`src/hw/port_hww_pkg.sv`:
```
// package: register map, option layout, timing counts and carriers for the port block
package port_hww_pkg;
    // register offsets, word index on the bus (byte address = 4 * index)
    localparam logic [5:0] OFS_PORT_DIRECTION = 6'h02;
    localparam logic [5:0] OFS_PORT_DATA = 6'h03;
    localparam logic [5:0] OFS_ROM_DATA_HIGH_NIBBLE = 6'h1D;
    localparam logic [5:0] OFS_CONTROL = 6'h20;
    localparam logic [5:0] OFS_STATUS = 6'h21;
    localparam logic [5:0] OFS_OPTIONS = 6'h22;
    // control register fields
    localparam int CTL_HALT_BIT = 0;
    localparam int CTL_DUAL_EDGE_BIT = 1;
    localparam int CTL_SUBST_BIT = 2;
    localparam int CTL_CARRIER_BIT = 3;
    localparam int CTL_RC_BIT = 4;
    localparam int CTL_AMP_BIT = 5;
    localparam int CTL_WAKE_EN_POS = 8;
    localparam int CTL_PD_MID_POS = 12;
    localparam int CTL_PD_HIGH_POS = 16;
    // status register fields
    localparam int STS_HALTED_BIT = 0;
    localparam int STS_SETTLING_BIT = 1;
    localparam int STS_WDOG_RST_BIT = 2;
    localparam int STS_PC_POS = 4;
    // reset values
    localparam logic [3:0] DIRECTION_RESET = 4'h0;
    localparam logic [3:0] DATA_RESET = 4'h0;
    localparam logic [11:0] PC_RESET_VECTOR = 12'h000;
    localparam logic [11:0] PC_WAKE_VECTOR = 12'h004;
    // timing
    localparam int CLK_HZ = 125000000;
    localparam int SETTLE_CYCLES = 64;
    localparam int WDOG_CYCLES = 256 * 256 * 16;
    localparam int CARRIER_HZ = 38000;
    localparam int CARRIER_HALF_CYCLES = CLK_HZ / (2 * CARRIER_HZ);

    typedef struct packed {
        logic dual_edge;
        logic weak_subst;
        logic carrier;
        logic rc_wake;
        logic amp_wake;
        logic [3:0] wake_en;
        logic [3:0] pd_mid;
        logic [3:0] pd_high;
    } options_type;

    typedef struct packed {
        logic [3:0] pd_mid_on;
        logic [3:0] pd_weak_on;
        logic [3:0] pd_high_on;
        logic rc_schmitt_on;
    } analog_ctl_type;
endpackage

```
`src/hw/port_halt_wake_watchdog.sv`:
```
// four-bit port with halt control, pin wake-up and watchdog, behind classic wishbone
`timescale 1ns/1ns
// What this block does
// halt request stops the program counter and the gated system clock
// while halted only pin wake or reset returns to normal mode
// halt loads pc 0x004; after wake pc advances after 64 stable clocks
// reset beats wake in halt; pc goes to 0x000, then 64 clocks
// working memory is kept through halt; nothing here clears it
// enabled pin rising edge in halt wakes, restarts clock, vector 0x004
// dual-edge option makes both edges wake
// watchdog times out after 256*256*16 clocks since last clear
// watchdog cleared on wake, reset, halt entry and software clear
// any write to the rom data high nibble register clears the watchdog
// watchdog overflow resets the whole system
// halt entry clears the watchdog counter
// direction register: 1 output, 0 input, resets to 0000
// data writes load latch; reads give latch for outputs, pin for inputs
// pull-downs off on output pins, else per option
// substitution option turns mid pull-down selection into weak pull-down
// carrier option: pin 3 output emits 38 kHz when data bit 3 set
// pin 3 output is forced low during halt
// rc option enables pin 0 schmitt wake buffer after power-on reset
// amplifier option disables both pull-downs on pin 0
// watchdog enable is a fixed option, not a register
// wake edges captured without the stopped clock, released after restart
module port_halt_wake_watchdog #(
    parameter int WDOG_LIMIT = port_hww_pkg::WDOG_CYCLES,
    parameter bit WATCHDOG_ENABLE_OPTION = 1'b1
) (
    input wire logic clk_i,
    input wire logic rst_i,
    input wire logic [31:0] wb_adr_i,
    input wire logic [31:0] wb_dat_i,
    input wire logic [3:0] wb_sel_i,
    input wire logic wb_we_i,
    input wire logic wb_cyc_i,
    input wire logic wb_stb_i,
    output logic [31:0] wb_dat_o,
    output logic wb_ack_o,
    input wire logic [3:0] port_pins_i,
    output logic [3:0] port_pins_o,
    output logic [3:0] port_pins_oe_n_o,
    output port_hww_pkg::analog_ctl_type analog_o,
    output logic sys_clk_en_o,
    output logic [11:0] pc_o,
    output logic system_reset_o
);
    // ------------------------------------------------------------
    // bus decode
    // ------------------------------------------------------------
    logic req;
    logic wr;
    logic [5:0] idx;
    assign req = wb_cyc_i & wb_stb_i & ~wb_ack_o;
    assign wr = req & wb_we_i & wb_sel_i[0];
    assign idx = wb_adr_i[7:2];

    function automatic logic hit(input logic [5:0] a, input logic [5:0] ofs);
        hit = (a == ofs);
    endfunction

    // ------------------------------------------------------------
    // registers
    // ------------------------------------------------------------
    logic [3:0] direction_r;
    logic [3:0] data_r;
    logic [31:0] control_r;
    port_hww_pkg::options_type opt;
    logic wdog_ovf;
    logic any_rst;

    assign any_rst = rst_i | wdog_ovf;
    assign opt.dual_edge = control_r[port_hww_pkg::CTL_DUAL_EDGE_BIT];
    assign opt.weak_subst = control_r[port_hww_pkg::CTL_SUBST_BIT];
    assign opt.carrier = control_r[port_hww_pkg::CTL_CARRIER_BIT];
    assign opt.rc_wake = control_r[port_hww_pkg::CTL_RC_BIT];
    assign opt.amp_wake = control_r[port_hww_pkg::CTL_AMP_BIT];
    assign opt.wake_en = control_r[port_hww_pkg::CTL_WAKE_EN_POS +: 4];
    assign opt.pd_mid = control_r[port_hww_pkg::CTL_PD_MID_POS +: 4];
    assign opt.pd_high = control_r[port_hww_pkg::CTL_PD_HIGH_POS +: 4];

    // ------------------------------------------------------------
    // halt state machine
    // ------------------------------------------------------------
    typedef enum logic [2:0] {
        ST_RUN = 3'b001,
        ST_HALT = 3'b010,
        ST_SETTLE = 3'b100
    } mode_type;
    mode_type mode_r;
    logic [6:0] settle_cnt_r;
    logic halt_cmd;
    logic wake_seen;

    assign halt_cmd = wr & hit(idx, port_hww_pkg::OFS_CONTROL)
        & wb_dat_i[port_hww_pkg::CTL_HALT_BIT] & (mode_r == ST_RUN);

    always_ff @(posedge clk_i) begin
        if (any_rst) begin
            direction_r <= port_hww_pkg::DIRECTION_RESET;
        end else if (wr & hit(idx, port_hww_pkg::OFS_PORT_DIRECTION) & (mode_r == ST_RUN)) begin
            direction_r <= wb_dat_i[3:0];
        end
    end

    always_ff @(posedge clk_i) begin
        if (any_rst) begin
            data_r <= port_hww_pkg::DATA_RESET;
        end else if (wr & hit(idx, port_hww_pkg::OFS_PORT_DATA) & (mode_r == ST_RUN)) begin
            data_r <= wb_dat_i[3:0];
        end
    end

    always_ff @(posedge clk_i) begin
        if (any_rst) begin
            control_r <= 32'h0000_0000;
        end else if (wr & hit(idx, port_hww_pkg::OFS_OPTIONS) & (mode_r == ST_RUN)) begin
            control_r <= {12'h000, wb_dat_i[19:8], 2'b00, wb_dat_i[5:1], 1'b0};
        end
    end

    // edges are captured as a three-stage sampled change; in silicon the same
    // capture sits on an asynchronous latch since the core clock is gated off
    logic [3:0] pin_s1_r;
    logic [3:0] pin_s2_r;
    logic [3:0] pin_s3_r;
    logic [3:0] pin_stable_r;
    always_ff @(posedge clk_i) begin
        if (rst_i) begin
            pin_s1_r <= 4'h0;
            pin_s2_r <= 4'h0;
            pin_s3_r <= 4'h0;
        end else begin
            pin_s1_r <= port_pins_i;
            pin_s2_r <= pin_s1_r;
            pin_s3_r <= pin_s2_r;
        end
    end
    always_ff @(posedge clk_i) begin
        if (rst_i) begin
            pin_stable_r <= 4'h0;
        end else begin
            pin_stable_r <= (pin_s2_r & pin_s3_r) | (pin_stable_r & (pin_s2_r | pin_s3_r));
        end
    end
    logic [3:0] pin_new;
    logic [3:0] rise;
    logic [3:0] fall;
    assign pin_new = (pin_s2_r & pin_s3_r) | (pin_stable_r & (pin_s2_r | pin_s3_r));
    assign rise = pin_new & ~pin_stable_r;
    assign fall = ~pin_new & pin_stable_r;
    assign wake_seen = |(opt.wake_en & ~direction_r & (rise | (fall & {4{opt.dual_edge}})));

    logic wake_req_r;
    always_ff @(posedge clk_i) begin
        if (any_rst | (mode_r != ST_HALT)) begin
            wake_req_r <= 1'b0;
        end else if (wake_seen) begin
            wake_req_r <= 1'b1;
        end
    end

    always_ff @(posedge clk_i) begin
        if (any_rst) begin
            mode_r <= ST_SETTLE;
            settle_cnt_r <= 7'd0;
        end else begin
            unique case (mode_r)
                ST_RUN: begin
                    if (halt_cmd) begin
                        mode_r <= ST_HALT;
                    end
                end
                ST_HALT: begin
                    if (wake_req_r) begin
                        mode_r <= ST_SETTLE;
                        settle_cnt_r <= 7'd0;
                    end
                end
                ST_SETTLE: begin
                    if (settle_cnt_r == 7'(port_hww_pkg::SETTLE_CYCLES - 1)) begin
                        mode_r <= ST_RUN;
                    end else begin
                        settle_cnt_r <= settle_cnt_r + 7'd1;
                    end
                end
                default: mode_r <= ST_SETTLE;
            endcase
        end
    end

    // program counter view: vector loaded at once, advance after settling
    logic [11:0] pc_r;
    logic pc_from_reset_r;
    always_ff @(posedge clk_i) begin
        if (any_rst) begin
            pc_r <= port_hww_pkg::PC_RESET_VECTOR;
            pc_from_reset_r <= 1'b1;
        end else if (halt_cmd) begin
            pc_r <= port_hww_pkg::PC_WAKE_VECTOR;
            pc_from_reset_r <= 1'b0;
        end else if (mode_r == ST_SETTLE && settle_cnt_r == 7'(port_hww_pkg::SETTLE_CYCLES - 1)) begin
            pc_r <= pc_r + 12'h001;
        end
    end

    always_ff @(posedge clk_i) begin
        if (rst_i) begin
            sys_clk_en_o <= 1'b1;
        end else begin
            sys_clk_en_o <= (mode_r != ST_HALT) & ~halt_cmd;
        end
    end
    assign pc_o = pc_r;

    // ------------------------------------------------------------
    // watchdog
    // ------------------------------------------------------------
    logic [23:0] wdog_cnt_r;
    logic wdog_clr;
    logic wdog_flag_r;
    assign wdog_clr = halt_cmd | (wake_req_r & (mode_r == ST_HALT))
        | (req & wb_we_i & hit(idx, port_hww_pkg::OFS_ROM_DATA_HIGH_NIBBLE));
    assign wdog_ovf = WATCHDOG_ENABLE_OPTION
        & (wdog_cnt_r == 24'(WDOG_LIMIT - 1)) & ~wdog_clr;
    always_ff @(posedge clk_i) begin
        if (any_rst | wdog_clr | ~WATCHDOG_ENABLE_OPTION) begin
            wdog_cnt_r <= 24'h000000;
        end else if (mode_r != ST_HALT) begin
            wdog_cnt_r <= wdog_cnt_r + 24'h000001;
        end
    end
    always_ff @(posedge clk_i) begin
        if (rst_i) begin
            system_reset_o <= 1'b0;
            wdog_flag_r <= 1'b0;
        end else begin
            system_reset_o <= wdog_ovf;
            if (wdog_ovf) begin
                wdog_flag_r <= 1'b1;
            end
        end
    end

    // ------------------------------------------------------------
    // carrier divider and pins
    // ------------------------------------------------------------
    logic [11:0] car_cnt_r;
    logic car_r;
    always_ff @(posedge clk_i) begin
        if (rst_i) begin
            car_cnt_r <= 12'h000;
            car_r <= 1'b0;
        end else if (car_cnt_r == 12'(port_hww_pkg::CARRIER_HALF_CYCLES - 1)) begin
            car_cnt_r <= 12'h000;
            car_r <= ~car_r;
        end else begin
            car_cnt_r <= car_cnt_r + 12'h001;
        end
    end

    logic [3:0] pin_drive;
    logic halted;
    assign halted = (mode_r == ST_HALT);
    always_comb begin
        pin_drive = data_r;
        if (opt.carrier) begin
            pin_drive[3] = data_r[3] & car_r;
        end
        if (halted) begin
            pin_drive[3] = 1'b0;
        end
    end

    logic [3:0] pd_sel_mid;
    always_comb begin
        pd_sel_mid = opt.pd_mid & ~direction_r;
        if (opt.amp_wake) begin
            pd_sel_mid[0] = 1'b0;
        end
    end

    always_ff @(posedge clk_i) begin
        if (rst_i) begin
            port_pins_o <= 4'h0;
            port_pins_oe_n_o <= 4'hF;
            analog_o <= '0;
        end else begin
            port_pins_o <= pin_drive;
            port_pins_oe_n_o <= ~direction_r;
            analog_o.pd_mid_on <= pd_sel_mid & {4{~opt.weak_subst}};
            analog_o.pd_weak_on <= pd_sel_mid & {4{opt.weak_subst}};
            analog_o.pd_high_on <= opt.pd_high & ~direction_r & {3'b111, ~opt.amp_wake};
            analog_o.rc_schmitt_on <= opt.rc_wake;
        end
    end

    // ------------------------------------------------------------
    // bus answer
    // ------------------------------------------------------------
    logic [31:0] rd;
    always_comb begin
        rd = 32'h0000_0000;
        unique case (idx)
            port_hww_pkg::OFS_PORT_DIRECTION: rd[3:0] = direction_r;
            port_hww_pkg::OFS_PORT_DATA: rd[3:0] = (data_r & direction_r)
                | (pin_stable_r & ~direction_r);
            port_hww_pkg::OFS_OPTIONS: rd = control_r;
            port_hww_pkg::OFS_STATUS: rd = {16'h0000, pc_r, 1'b0, wdog_flag_r,
                (mode_r == ST_SETTLE), halted};
            default: rd = 32'h0000_0000;
        endcase
    end
    always_ff @(posedge clk_i) begin
        if (rst_i) begin
            wb_ack_o <= 1'b0;
            wb_dat_o <= 32'h0000_0000;
        end else begin
            wb_ack_o <= req;
            if (req) begin
                wb_dat_o <= wb_we_i ? 32'h0000_0000 : rd;
            end
        end
    end
    // ------------------------------------------------------------
    // checks
    // ------------------------------------------------------------
    AST_DIR_RESET: assert property (@(posedge clk_i) rst_i |=> direction_r == 4'h0)
        else $error("direction not cleared by reset");
    AST_HALT_PC: assert property (@(posedge clk_i) disable iff (rst_i) halt_cmd |=> pc_r == 12'h004)
        else $error("pc not at wake vector after halt");
    AST_HALT_CLK: assert property (@(posedge clk_i) disable iff (rst_i) halt_cmd |=> ##1 !sys_clk_en_o)
        else $error("clock not stopped in halt");
    // independent count of settling cycles, so the check does not lean on settle_cnt_r
    logic [7:0] chk_settle_len_r;
    always_ff @(posedge clk_i) begin
        if (any_rst | (mode_r != ST_SETTLE)) begin
            chk_settle_len_r <= 8'h00;
        end else begin
            chk_settle_len_r <= chk_settle_len_r + 8'h01;
        end
    end
    AST_WAKE_SETTLE: assert property (@(posedge clk_i) disable iff (any_rst)
        (mode_r == ST_HALT && wake_req_r) |=> mode_r == ST_SETTLE)
        else $error("wake did not enter settling");
    AST_SETTLE_HOLD: assert property (@(posedge clk_i) disable iff (any_rst)
        (mode_r == ST_SETTLE && chk_settle_len_r != 8'(port_hww_pkg::SETTLE_CYCLES - 1))
        |=> mode_r == ST_SETTLE)
        else $error("settling ended early");
    AST_SETTLE_64: assert property (@(posedge clk_i) disable iff (any_rst)
        (mode_r == ST_SETTLE && chk_settle_len_r == 8'(port_hww_pkg::SETTLE_CYCLES - 1))
        |=> mode_r == ST_RUN)
        else $error("settle length wrong");
    AST_WAKE_ONLY: assert property (@(posedge clk_i) disable iff (any_rst)
        (mode_r == ST_HALT && !wake_req_r) |=> mode_r == ST_HALT)
        else $error("left halt without wake");
    AST_WDOG_CLR: assert property (@(posedge clk_i) disable iff (rst_i) wdog_clr |=> wdog_cnt_r == 24'h0)
        else $error("watchdog not cleared");
    AST_PIN3_HALT: assert property (@(posedge clk_i) disable iff (rst_i) halted |=> !port_pins_o[3])
        else $error("pin 3 driven high in halt");
    AST_RST_PC: assert property (@(posedge clk_i) $rose(system_reset_o) |-> pc_r == 12'h000)
        else $error("watchdog reset did not reach pc");
    AST_PD_OUT: assert property (@(posedge clk_i) disable iff (rst_i)
        ##1 ((analog_o.pd_mid_on | analog_o.pd_weak_on | analog_o.pd_high_on)
        & $past(direction_r)) == 4'h0)
        else $error("pull-down on an output pin");
    COV_HALT: cover property (@(posedge clk_i) halt_cmd);
    COV_WAKE: cover property (@(posedge clk_i) mode_r == ST_HALT ##1 mode_r == ST_SETTLE);
    COV_WDOG: cover property (@(posedge clk_i) wdog_ovf);
    COV_RST_IN_HALT: cover property (@(posedge clk_i) halted && rst_i);
    COV_CARRIER: cover property (@(posedge clk_i) opt.carrier && direction_r[3] && data_r[3]);
endmodule

```
`config.mk`:
```
export PLATFORM = sky130hd
export DESIGN_NAME = port_halt_wake_watchdog
export DESIGN_NICKNAME = d
export VERILOG_FILES = /design/src/hw/port_hww_pkg.sv /design/src/hw/port_halt_wake_watchdog.sv
export SDC_FILE = /design/constraint.sdc
export NUM_CORES = 1
export LEC_CHECK = 0
export BUFFER_PORTS_ARGS = -buffer_cell sky130_fd_sc_hd__buf_2
export CORE_AREA = 2 2 125 127
export CTS_CLUSTER_SIZE = 24
export DETAILED_ROUTE_END_ITERATION = 16
export DIE_AREA = 0 0 127 129
export PLACE_DENSITY_LB_ADDON = 0.05
export SETUP_SLACK_MARGIN = 0.02
export SYNTH_ARGS = -nofsm -noshare
export SYNTH_HDL_FRONTEND = slang
export SYNTH_SLANG_ARGS = --single-unit
```
`constraint.sdc`:
```
create_clock -name clk_i -period 2.65 [get_ports clk_i]
set_input_delay 0.6625 -clock clk_i [delete_from_list [all_inputs] [get_ports clk_i]]
set_output_delay 0.6625 -clock clk_i [all_outputs]
set_load 0.05 [all_outputs]
```
==> results_dict.tcl, run 1 <==
set metrics [dict create \
    setup_viol 0 \
    area_growth_pct 20.6 \
    worstSetupEndpointType "flop" \
    tightest_slew_ns 0.637 \
    crit_arrival_ns 2.39 \
    slew_violations 0 \
    critical-path-top-delay-family "simple AND/OR/NAND/NOR gates" \
    p_per_area_nw_per_um2 668 \
    cp_cell_sequence "buf_2 -> or3_4 -> or3b_1 -> a311oi_1 -> o21ai_0 -> a21oi_1" \
    cts_setup_buffers 0 \
    grt_pass1_wl_mm 23.7 \
    ys_warn_count 0 \
    numClockSinks 146 \
    dieArea_um2 16400 \
    cts_tree "yes" \
    rsz0062_at_grt "no" \
    cts_resized 0 \
    crit_fanout 6 \
    wire_per_inst_um 15.5 \
    cp_slowest_cell "or3b_1" \
    viasPerCell 5.03 \
    synth_area_leaders "dfxtp_1 (50%), nor2_1 (6.8%), xor2_1 (4.9%), nand2_1 (4.8%), a21oi_1 (3.2%)" \
    skew_ns 0.00783 \
    ant_nets 0 \
    clockRootBuffer "clkbuf_16" \
    synth.ff_latch_count 146 \
    io_pins 145 \
    synth_area_um2 5870 \
    htreeDepth 4 \
    grtUsageTotal_pct 18.4 \
    dp_slack_ns 0.173 \
    drt_drc_violations_left 0 \
    crit_path_max_incr_delay_ns 0.49 \
    grt_max_degree 30 \
    status "completed" \
    syn_inst 658 \
    die_w_um 127 \
    core_um2 15000 \
    max-slew-margin-rel_pct 56.4 \
    ys_types 58 \
    fin_crit_ns 2.05 \
    std_cell_rows 45 \
    yosysTopAreaCell "dfxtp_1" \
    fillCellCount 1463 \
    cts_buffer_depth 2 \
    synth-async-reset-ratio_pct 0 \
    cts_hold_buf 0 \
    maxCapViolations 0 \
    synth_commonest_cells "dfxtp_1 (146), nor2_1 (106), nand2_1 (75)" \
    avgSynthCellArea_um2 8.93 \
    via_count 4797 \
    ys_seq_area_share_pct 49.8 \
    critPathRequiredTime_ns 2.99 \
    setup_tns_ns 0 \
    drt_pass1_iterations 5 \
    max_freq_mhz 487 \
    cts_buffers 17 \
    min_path_type "reg -> reg" \
    irDropWorstVdd_mv 0.436 \
    critPathKind "in -> reg" \
    antenna_found_initial 1 \
    worst-path-buf-inv 1 \
    synth_edf_count 0 \
    final_hold_viol_count 0 \
    ys.flop_type "dfxtp_1" \
    start_util_pct 39.2 \
    cts.clk_slew.worst_paths_ns 0.06 \
    portBuffers 89 \
    grt_pass1_vias 4696 \
    worst_slack_ns 0.595 \
    drt_iter0_markers 337 \
    hpwl_mm 10.6 \
    period_share_pct 77.5 \
    routed_wl_mm 14.7 \
    worstSkewPairLatency_ns 0.41 \
    grt-ovfl-total 0 \
    drive_gt1_share_pct 19.9 \
    gp_congestion 0.821 \
    fp.dieH_um 129 \
    num-nets-final 834 \
    cp-start-kind "primary input" \
    post-synth-top-count-cell "dfxtp_1" \
    synth_top_area_share_pct 49.8 \
    p_leak_nw 2.84 \
]
[where the power goes]
group          internal, W  switching (W)
sequential         0.00222      0.0000155
clock              0.00144       0.000875
combinational    0.0000550       0.000130
[cell usage in the layout (no fill, tap or decap), types with 4 or more instances in the layout]
| master | n |
|---|---|
| a222oi_1 | 10 |
| dfxtp_1 | 146 |
| buf_2 | 89 |
| a311oi_1 | 5 |
| nor3_1 | 9 |
| nand4_1 | 18 |
| nor2b_1 | 14 |
| conb_1 | 12 |
| ha_1 | 4 |
| nor2_2 | 4 |
| clkinv_2 | 4 |
| xnor2_1 | 16 |
| inv_1 | 12 |
| and2_1 | 8 |
| nor2_1 | 106 |
| nand2_1 | 75 |
| clkbuf_16 | 17 |
| xor2_1 | 33 |
| mux2i_1 | 9 |
| and3_1 | 9 |
| a21oi_1 | 37 |
| a22oi_1 | 7 |
| nand3_1 | 31 |
| clkinvlp_4 | 4 |
| nand3b_1 | 4 |
| nand2b_1 | 7 |
| buf_4 | 15 |
| o21ai_0 | 12 |
[cells by family (layout without fill, tap and decap cells)]
group | Yosys count | after routing | share of synthesized area (%)
AND/OR/NAND/NOR | 313 | 313 | 26.4
flip-flops | 146 | 146 | 49.8
AO/OA/AOI/OAI | 84 | 84 | 9.44
buffers and inverters | 52 | 147 | 4.62
XOR/XNOR | 49 | 49 | 7.31
multiplexers | 9 | 9 | 1.53
adder cells (fa/ha/maj) | 4 | 4 | 0.852
other | 1 | 13 | 0.0639
[per-stage QoR]
stage | utilization, % | area (um^2) | hold WS [ns] | power [W] | instances
after floorplan | - | 5910 | 0.414 | 0.00241 | 669
after global placement | 43.4 | 6500 | 0.418 | 0.00246 | 922
after detailed placement | 43.4 | 6500 | 0.425 | 0.00246 | 922
after CTS | 47.3 | 7080 | 0.439 | 0.00479 | 952
after global routing | 47.3 | 7080 | 0.455 | 0.00491 | 952
final | 47.3 | 7080 | 0.435 | 0.00473 | 953
[final timing paths]
path	from	endpoint	slack, ns	depth (start not counted)
worst max-delay path	wb_adr_i[5]	wb_dat_o[1]$_SDFFE_PP0N_	0.60	6
worst min-delay path	pin_s1_r[0]$_SDFF_PP0_	pin_s2_r[0]$_SDFF_PP0_	0.44	1
worst max register to register	mode_r[2]$_SDFFE_PP1P_	settle_cnt_r[2]$_SDFFE_PP0P_	0.66	5
worst min register to register	pin_s1_r[0]$_SDFF_PP0_	pin_s2_r[0]$_SDFF_PP0_	0.44	1
[routing by layer]
layer	wire length, um	global-route usage, %	vias to the layer above
li1	-	-	2415
met1	6590	23.3	2279
met2	7310	31.7	92
met3	655	3.62	11
met4	187	6.21	0
met5	0	0	-
[sequential cells by signal, summed over array words and instances (netlist names), 4 cells and up]
name / count
port_pins_oe_n_o: 4
pin_s1_r: 4
analog_o: 13
settle_cnt_r: 7
port_pins_o: 4
pin_stable_r: 4
wb_dat_o: 20
wdog_cnt_r: 24
data_r: 4
pc_o: 12
pin_s3_r: 4
pin_s2_r: 4
car_cnt_r: 12
control_r: 17
direction_r: 4
[final cells by class]
class,instances,area (um^2),share of cell area [%]
inverter,12,45.0,0.636
multi-input combinational,471,2720,38.4
clock inverter,10,110,1.55
clock buffer,20,467,6.59
timing repair buffer,105,578,8.16
tap,188,235,3.32
antenna,1,2.50,0.0353
sequential,146,2920,41.3
No activity file was read; power rests on OpenSTA's default activity.
==> inputs of run 2 (changes only) <==
==> constraint.sdc (replaced) <==
create_clock -name clk_i -period 1.7 [get_ports clk_i]
set_input_delay 0.425 -clock clk_i [delete_from_list [all_inputs] [get_ports clk_i]]
set_output_delay 0.425 -clock clk_i [all_outputs]
set_load 0.05 [all_outputs]
==> results_dict.tcl, run 2 (synthesis results as in run 1) <==
set metrics [dict create \
    via_count 5104 \
    rsz0062_at_grt "yes" \
    min_to "pin_s1_r[2]$_SDFF_PP0_" \
    wire_per_inst_um 15.4 \
    grt_pass1_vias 4838 \
    fp.dieH_um 129 \
    p_per_area_nw_per_um2 935 \
    grtUsageTotal_pct 19.2 \
    ant_nets 0 \
    fin_crit_ns 1.86 \
    viasPerCell 5.02 \
    setup_tns_ns -4.75 \
    irDropWorstVdd_mv 0.642 \
    total_power_w 0.00737 \
    critPathKind "reg -> reg" \
    antenna_found_initial 0 \
    core_um2 15000 \
    reg2reg_slack_ns -0.16 \
    htreeDepth 4 \
    fin_util_pct 52.6 \
    die_w_um 127 \
    cts_hold_buf 0 \
    period_share_pct 109 \
    cp_cell_sequence "or4_4 -> nor2_4 -> nand4_1 -> o21bai_4 -> buf_6 -> clkbuf_16 -> nor2_1" \
    hold_depth 2 \
    drive_gt1_share_pct 31.2 \
    crit_arrival_ns 2.17 \
    dieArea_um2 16400 \
    crit_start "wdog_cnt_r[22]$_SDFFE_PP0P_" \
    slew_violations 0 \
    grt-ovfl-total 0 \
    maxCapViolations 0 \
    cts_buffers 17 \
    worstSkewPairLatency_ns 0.42 \
    cts.clk_slew.worst_paths_ns 0.06 \
    fillCellCount 1429 \
    p_leak_nw 3.23 \
    area_growth_pct 34.2 \
    violations "setup timing" \
    r2r_start "wdog_cnt_r[22]$_SDFFE_PP0P_" \
    drt_iter0_markers 231 \
    worst_slack_ns -0.159 \
    num-nets-final 897 \
    worstRegToRegCells 7 \
    routed_wl_mm 15.6 \
    drt_drc_violations_left 0 \
    regMostFlops "wdog_cnt_r" \
    crit_path_max_incr_delay_ns 0.54 \
    mostFrequentLayoutCell "dfxtp_1" \
    worstSetupEndpointType "flop" \
    skew_ns 0.00894 \
    crit_fanout 6 \
    grt_max_degree 27 \
    rr_endpoint "data_r[1]$_SDFFE_PP0P_" \
    std_cell_rows 45 \
    gp_congestion 0.821 \
    cp-start-kind "flop" \
    n_antenna_cell 0 \
    final_hold_viol_count 0 \
    largestRegisters "wdog_cnt_r (24), wb_dat_o (20), control_r (17)" \
    io_pins 145 \
    cts_tree "yes" \
    setup_viol 45 \
    clockRootBuffer "clkbuf_16" \
    start_util_pct 39.2 \
    hp-start "port_pins_i[2]" \
    min_path_type "in -> reg" \
    portBuffers 89 \
    final_cell_mix "dfxtp_1 (139), nor2_1 (101), buf_2 (85)" \
    hpwl_mm 11.0 \
    status "complete, but fails checks" \
    largest_register_ffs 24 \
    numClockSinks 146 \
    grt_pass1_wl_mm 24.4 \
    cp_slowest_cell "or4_4" \
    cts_buffer_depth 2 \
    max_freq_mhz 538 \
    critPathRequiredTime_ns 2.01 \
    drt_pass1_iterations 4 \
]
run 2: what timing repair did:
item / CTS / global route
buffers inserted: 7 / 0
resized for setup: 27 / 27
pin swaps: 8 / 5
gates cloned: 2 / 2
setup endpoints to repair: 71 / 96
run 2: through the flow:
stage	instance area, um^2	hold slack [ns]	worst slack, ns	cells
global route	7880	0.196	-0.228	1017
finish	7880	0.218	-0.159	1017
floorplan	5940	0.414	-0.369	669
detailed placement	6970	0.420	-0.473	974
global placement	6970	0.422	-0.420	974
CTS	7750	0.199	-0.158	1015
run 2: routing by layer:
layer	GRT usage, %	vias up	part of all wire [%]
met5	0	-	0
met4	5.11	0	0.98
met3	4.62	13	4.2
met2	31.5	93	48
met1	25.5	2441	47
li1	-	2557	-
run 2: layout make-up:
| class | instances | area [um^2] | share of cell area [%] |
|---|---|---|---|
| clock inverter | 14 | 120 | 1.52 |
| multi-input combinational | 472 | 2900 | 36.8 |
| tap | 188 | 235 | 2.98 |
| clock buffer | 18 | 439 | 5.57 |
| timing repair buffer | 167 | 1210 | 15.3 |
| inverter | 12 | 45.0 | 0.571 |
| sequential | 146 | 2940 | 37.2 |
run 2: critical path: cells and delay by family (launching register included):
family / cells / cell delay, ns
and+or+nand+nor: 4 / 0.86
buffers and inverters: 2 / 0.30
AOI/OAI and AO/OA: 1 / 0.27
DFF: 1 / 0.32
run 2: worst max path at each step:
stage,endpoint,cells past startpoint
after floorplan,direction_r[0]$_SDFFE_PP0P_,7
after global placement,wb_dat_o[2]$_SDFFE_PP0N_,6
after detailed placement,wb_dat_o[2]$_SDFFE_PP0N_,6
after CTS,control_r[9]$_SDFFE_PP0P_,7
after global routing,data_r[2]$_SDFFE_PP0P_,7
final,data_r[1]$_SDFFE_PP0P_,7
run 2: power by group:
group / total [W] / internal [W] / switching (W)
registers: 0.00347 / 0.00345 / 0.0000219
clock network: 0.00352 / 0.00195 / 0.00156
logic: 0.000382 / 0.000154 / 0.000227
total: 0.00737 / 0.00556 / 0.00181
==> inputs of run 3 (changes only) <==
--- a/config.mk
+++ b/config.mk
@@ -6,10 +6,12 @@
 export NUM_CORES = 1
 export LEC_CHECK = 0
 export BUFFER_PORTS_ARGS = -buffer_cell sky130_fd_sc_hd__buf_2
-export CORE_AREA = 2 2 125 127
+export CELL_PAD_IN_SITES_DETAIL_PLACEMENT = 0
+export CELL_PAD_IN_SITES_GLOBAL_PLACEMENT = 1
+export CORE_AREA = 2 2 131 133
 export CTS_CLUSTER_SIZE = 24
 export DETAILED_ROUTE_END_ITERATION = 16
-export DIE_AREA = 0 0 127 129
+export DIE_AREA = 0 0 133 135
 export PLACE_DENSITY_LB_ADDON = 0.05
 export SETUP_SLACK_MARGIN = 0.02
 export SYNTH_ARGS = -nofsm -noshare
==> results_dict.tcl, run 3 (synthesis results as in run 1) <==
set metrics [dict create \
    holdWs_ns 0.219 \
    portBuffers 89 \
    critPathRequiredTime_ns 2.01 \
    wire_per_inst_um 15.2 \
    slew_violations 0 \
    drt_drc_violations_left 0 \
    irDropWorstVdd_mv 0.638 \
    clockRootBuffer "clkbuf_16" \
    grt_pass1_wl_mm 25.9 \
    start_util_pct 35.8 \
    std_cell_rows 47 \
    instances_no_fill 1062 \
    worst_slack_ns -0.134 \
    htreeDepth 4 \
    cts_hold_buf 0 \
    rsz0062_at_grt "yes" \
    tightest_slew_ns 0.496 \
    grt_max_degree 26 \
    worstRegToRegCells 7 \
    worstSetupEndpointType "flop" \
    fp.dieH_um 135 \
    antenna_found_initial 0 \
    cts_buffer_depth 2 \
    hold_depth 2 \
    max-slew-margin-rel_pct 66.1 \
    mostFrequentLayoutCell "dfxtp_1" \
    crit_fanout 6 \
    final_cell_mix "dfxtp_1 (139), nor2_1 (103), buf_2 (85)" \
    hp-start "port_pins_i[3]" \
    r2r_start "wdog_cnt_r[21]$_SDFFE_PP0P_" \
    period_share_pct 108 \
    min_path_type "in -> reg" \
    area_growth_pct 36.1 \
    core_um2 16400 \
    gp_congestion 0.770 \
    regMostFlops "wdog_cnt_r" \
    reg2reg_slack_ns -0.13 \
    crit_arrival_ns 2.14 \
    rr_endpoint "control_r[1]$_SDFFE_PP0P_" \
    dp.cells 1019 \
    min_to "pin_s1_r[3]$_SDFF_PP0_" \
    viasPerCell 4.86 \
    numClockSinks 146 \
    critPathKind "reg -> reg" \
    io_pins 145 \
    violations "setup timing" \
    cts_tree "yes" \
    grt_pass1_vias 5158 \
    via_count 5158 \
    max_freq_mhz 545 \
    p_leak_nw 3.31 \
    die_w_um 133 \
    final_hold_viol_count 0 \
    ant_nets 0 \
    drt_pass1_iterations 5 \
    grtUsageTotal_pct 18.4 \
    worstSkewPairLatency_ns 0.42 \
    p_per_area_nw_per_um2 965 \
    largest_register_ffs 24 \
    hpwl_mm 11.7 \
    dp_slack_ns -0.439 \
    n_antenna_cell 0 \
    num-nets-final 910 \
    grt-ovfl-total 0 \
    status "complete, but fails checks" \
    setup_tns_ns -6.72 \
    routed_wl_mm 16.1 \
    drt_iter0_markers 259 \
    skew_ns 0.00969 \
    largestRegisters "wdog_cnt_r (24), wb_dat_o (20), control_r (17)" \
    cp-start-kind "flop" \
    setup_viol 69 \
    fin_crit_ns 1.83 \
    dieArea_um2 18000 \
    maxCapViolations 0 \
    cts_buffers 17 \
    cts.clk_slew.worst_paths_ns 0.06 \
    drive_gt1_share_pct 30.4 \
]
-- run 3: timing repair --
item,CTS,global route
buffers inserted,4,5
setup endpoints to repair,49,89
pin swaps,6,7
endpoints found under the hold margin,0,0
resized for setup,13,22
gates cloned,0,3
-- run 3: area by class of cell --
type | count | area (um^2)
multi-input cells | 471 | 2820
clock buffers | 18 | 429
well taps | 220 | 275
flip-flops and latches | 146 | 2930
clock inverters | 14 | 179
repair buffers | 181 | 1310
fillers | 1622 | 8410
inverters | 12 | 45.0
-- run 3: report_power, final --
part	internal (W)	switching [W]	total, W
Sequential	0.00345	0.0000204	0.00347
Combinational	0.000156	0.000225	0.000380
Clock	0.00233	0.00153	0.00387
Total	0.00594	0.00178	0.00772
-- run 3: worst max-delay path, stage by stage, from the launching register on --
cell and delay (ns):
dfxtp_2 0.32, or4_4 0.55, nor2_4 0.10, nand4_1 0.19
o21bai_4 0.22, buf_12 0.15, clkbuf_16 0.14, a21oi_1 0.04
-- run 3: per-stage QoR --
stage | area (um^2) | total power [W] | utilization [%]
floorplan | 5940 | 0.00376 | -
global placement | 7140 | 0.00389 | 43.5
detailed placement | 7140 | 0.00390 | 43.5
CTS | 7820 | 0.00780 | 47.6
global route | 8000 | 0.00800 | 48.7
finish | 8000 | 0.00772 | 48.7
-- run 3: how the worst max path moves through the flow --
stage / to / depth (start not counted) / slack, ns / start
6_report: control_r[1]$_SDFFE_PP0P_ / 7 / -0.13 / wdog_cnt_r[21]$_SDFFE_PP0P_
2_1_floorplan: direction_r[0]$_SDFFE_PP0P_ / 7 / -0.37 / wb_adr_i[5]
5_1_grt: wdog_cnt_r[22]$_SDFFE_PP0P_ / 9 / -0.19 / wdog_cnt_r[21]$_SDFFE_PP0P_
4_1_cts: data_r[1]$_SDFFE_PP0P_ / 6 / -0.11 / wdog_cnt_r[22]$_SDFFE_PP0P_
3_3_place_gp: direction_r[2]$_SDFFE_PP0P_ / 6 / -0.42 / wb_adr_i[5]
3_5_place_dp: direction_r[1]$_SDFFE_PP0P_ / 6 / -0.44 / wb_adr_i[5]
-- run 3: routing by layer --
metal  wire length [um]  track usage, %  vias to the layer above
met2               7630            30.3                       92
met1               7630            23.9                     2474
met4                311            6.69                        0
met3                526            4.17                       22
li1                   -               -                     2570
met5                  0               0                        -
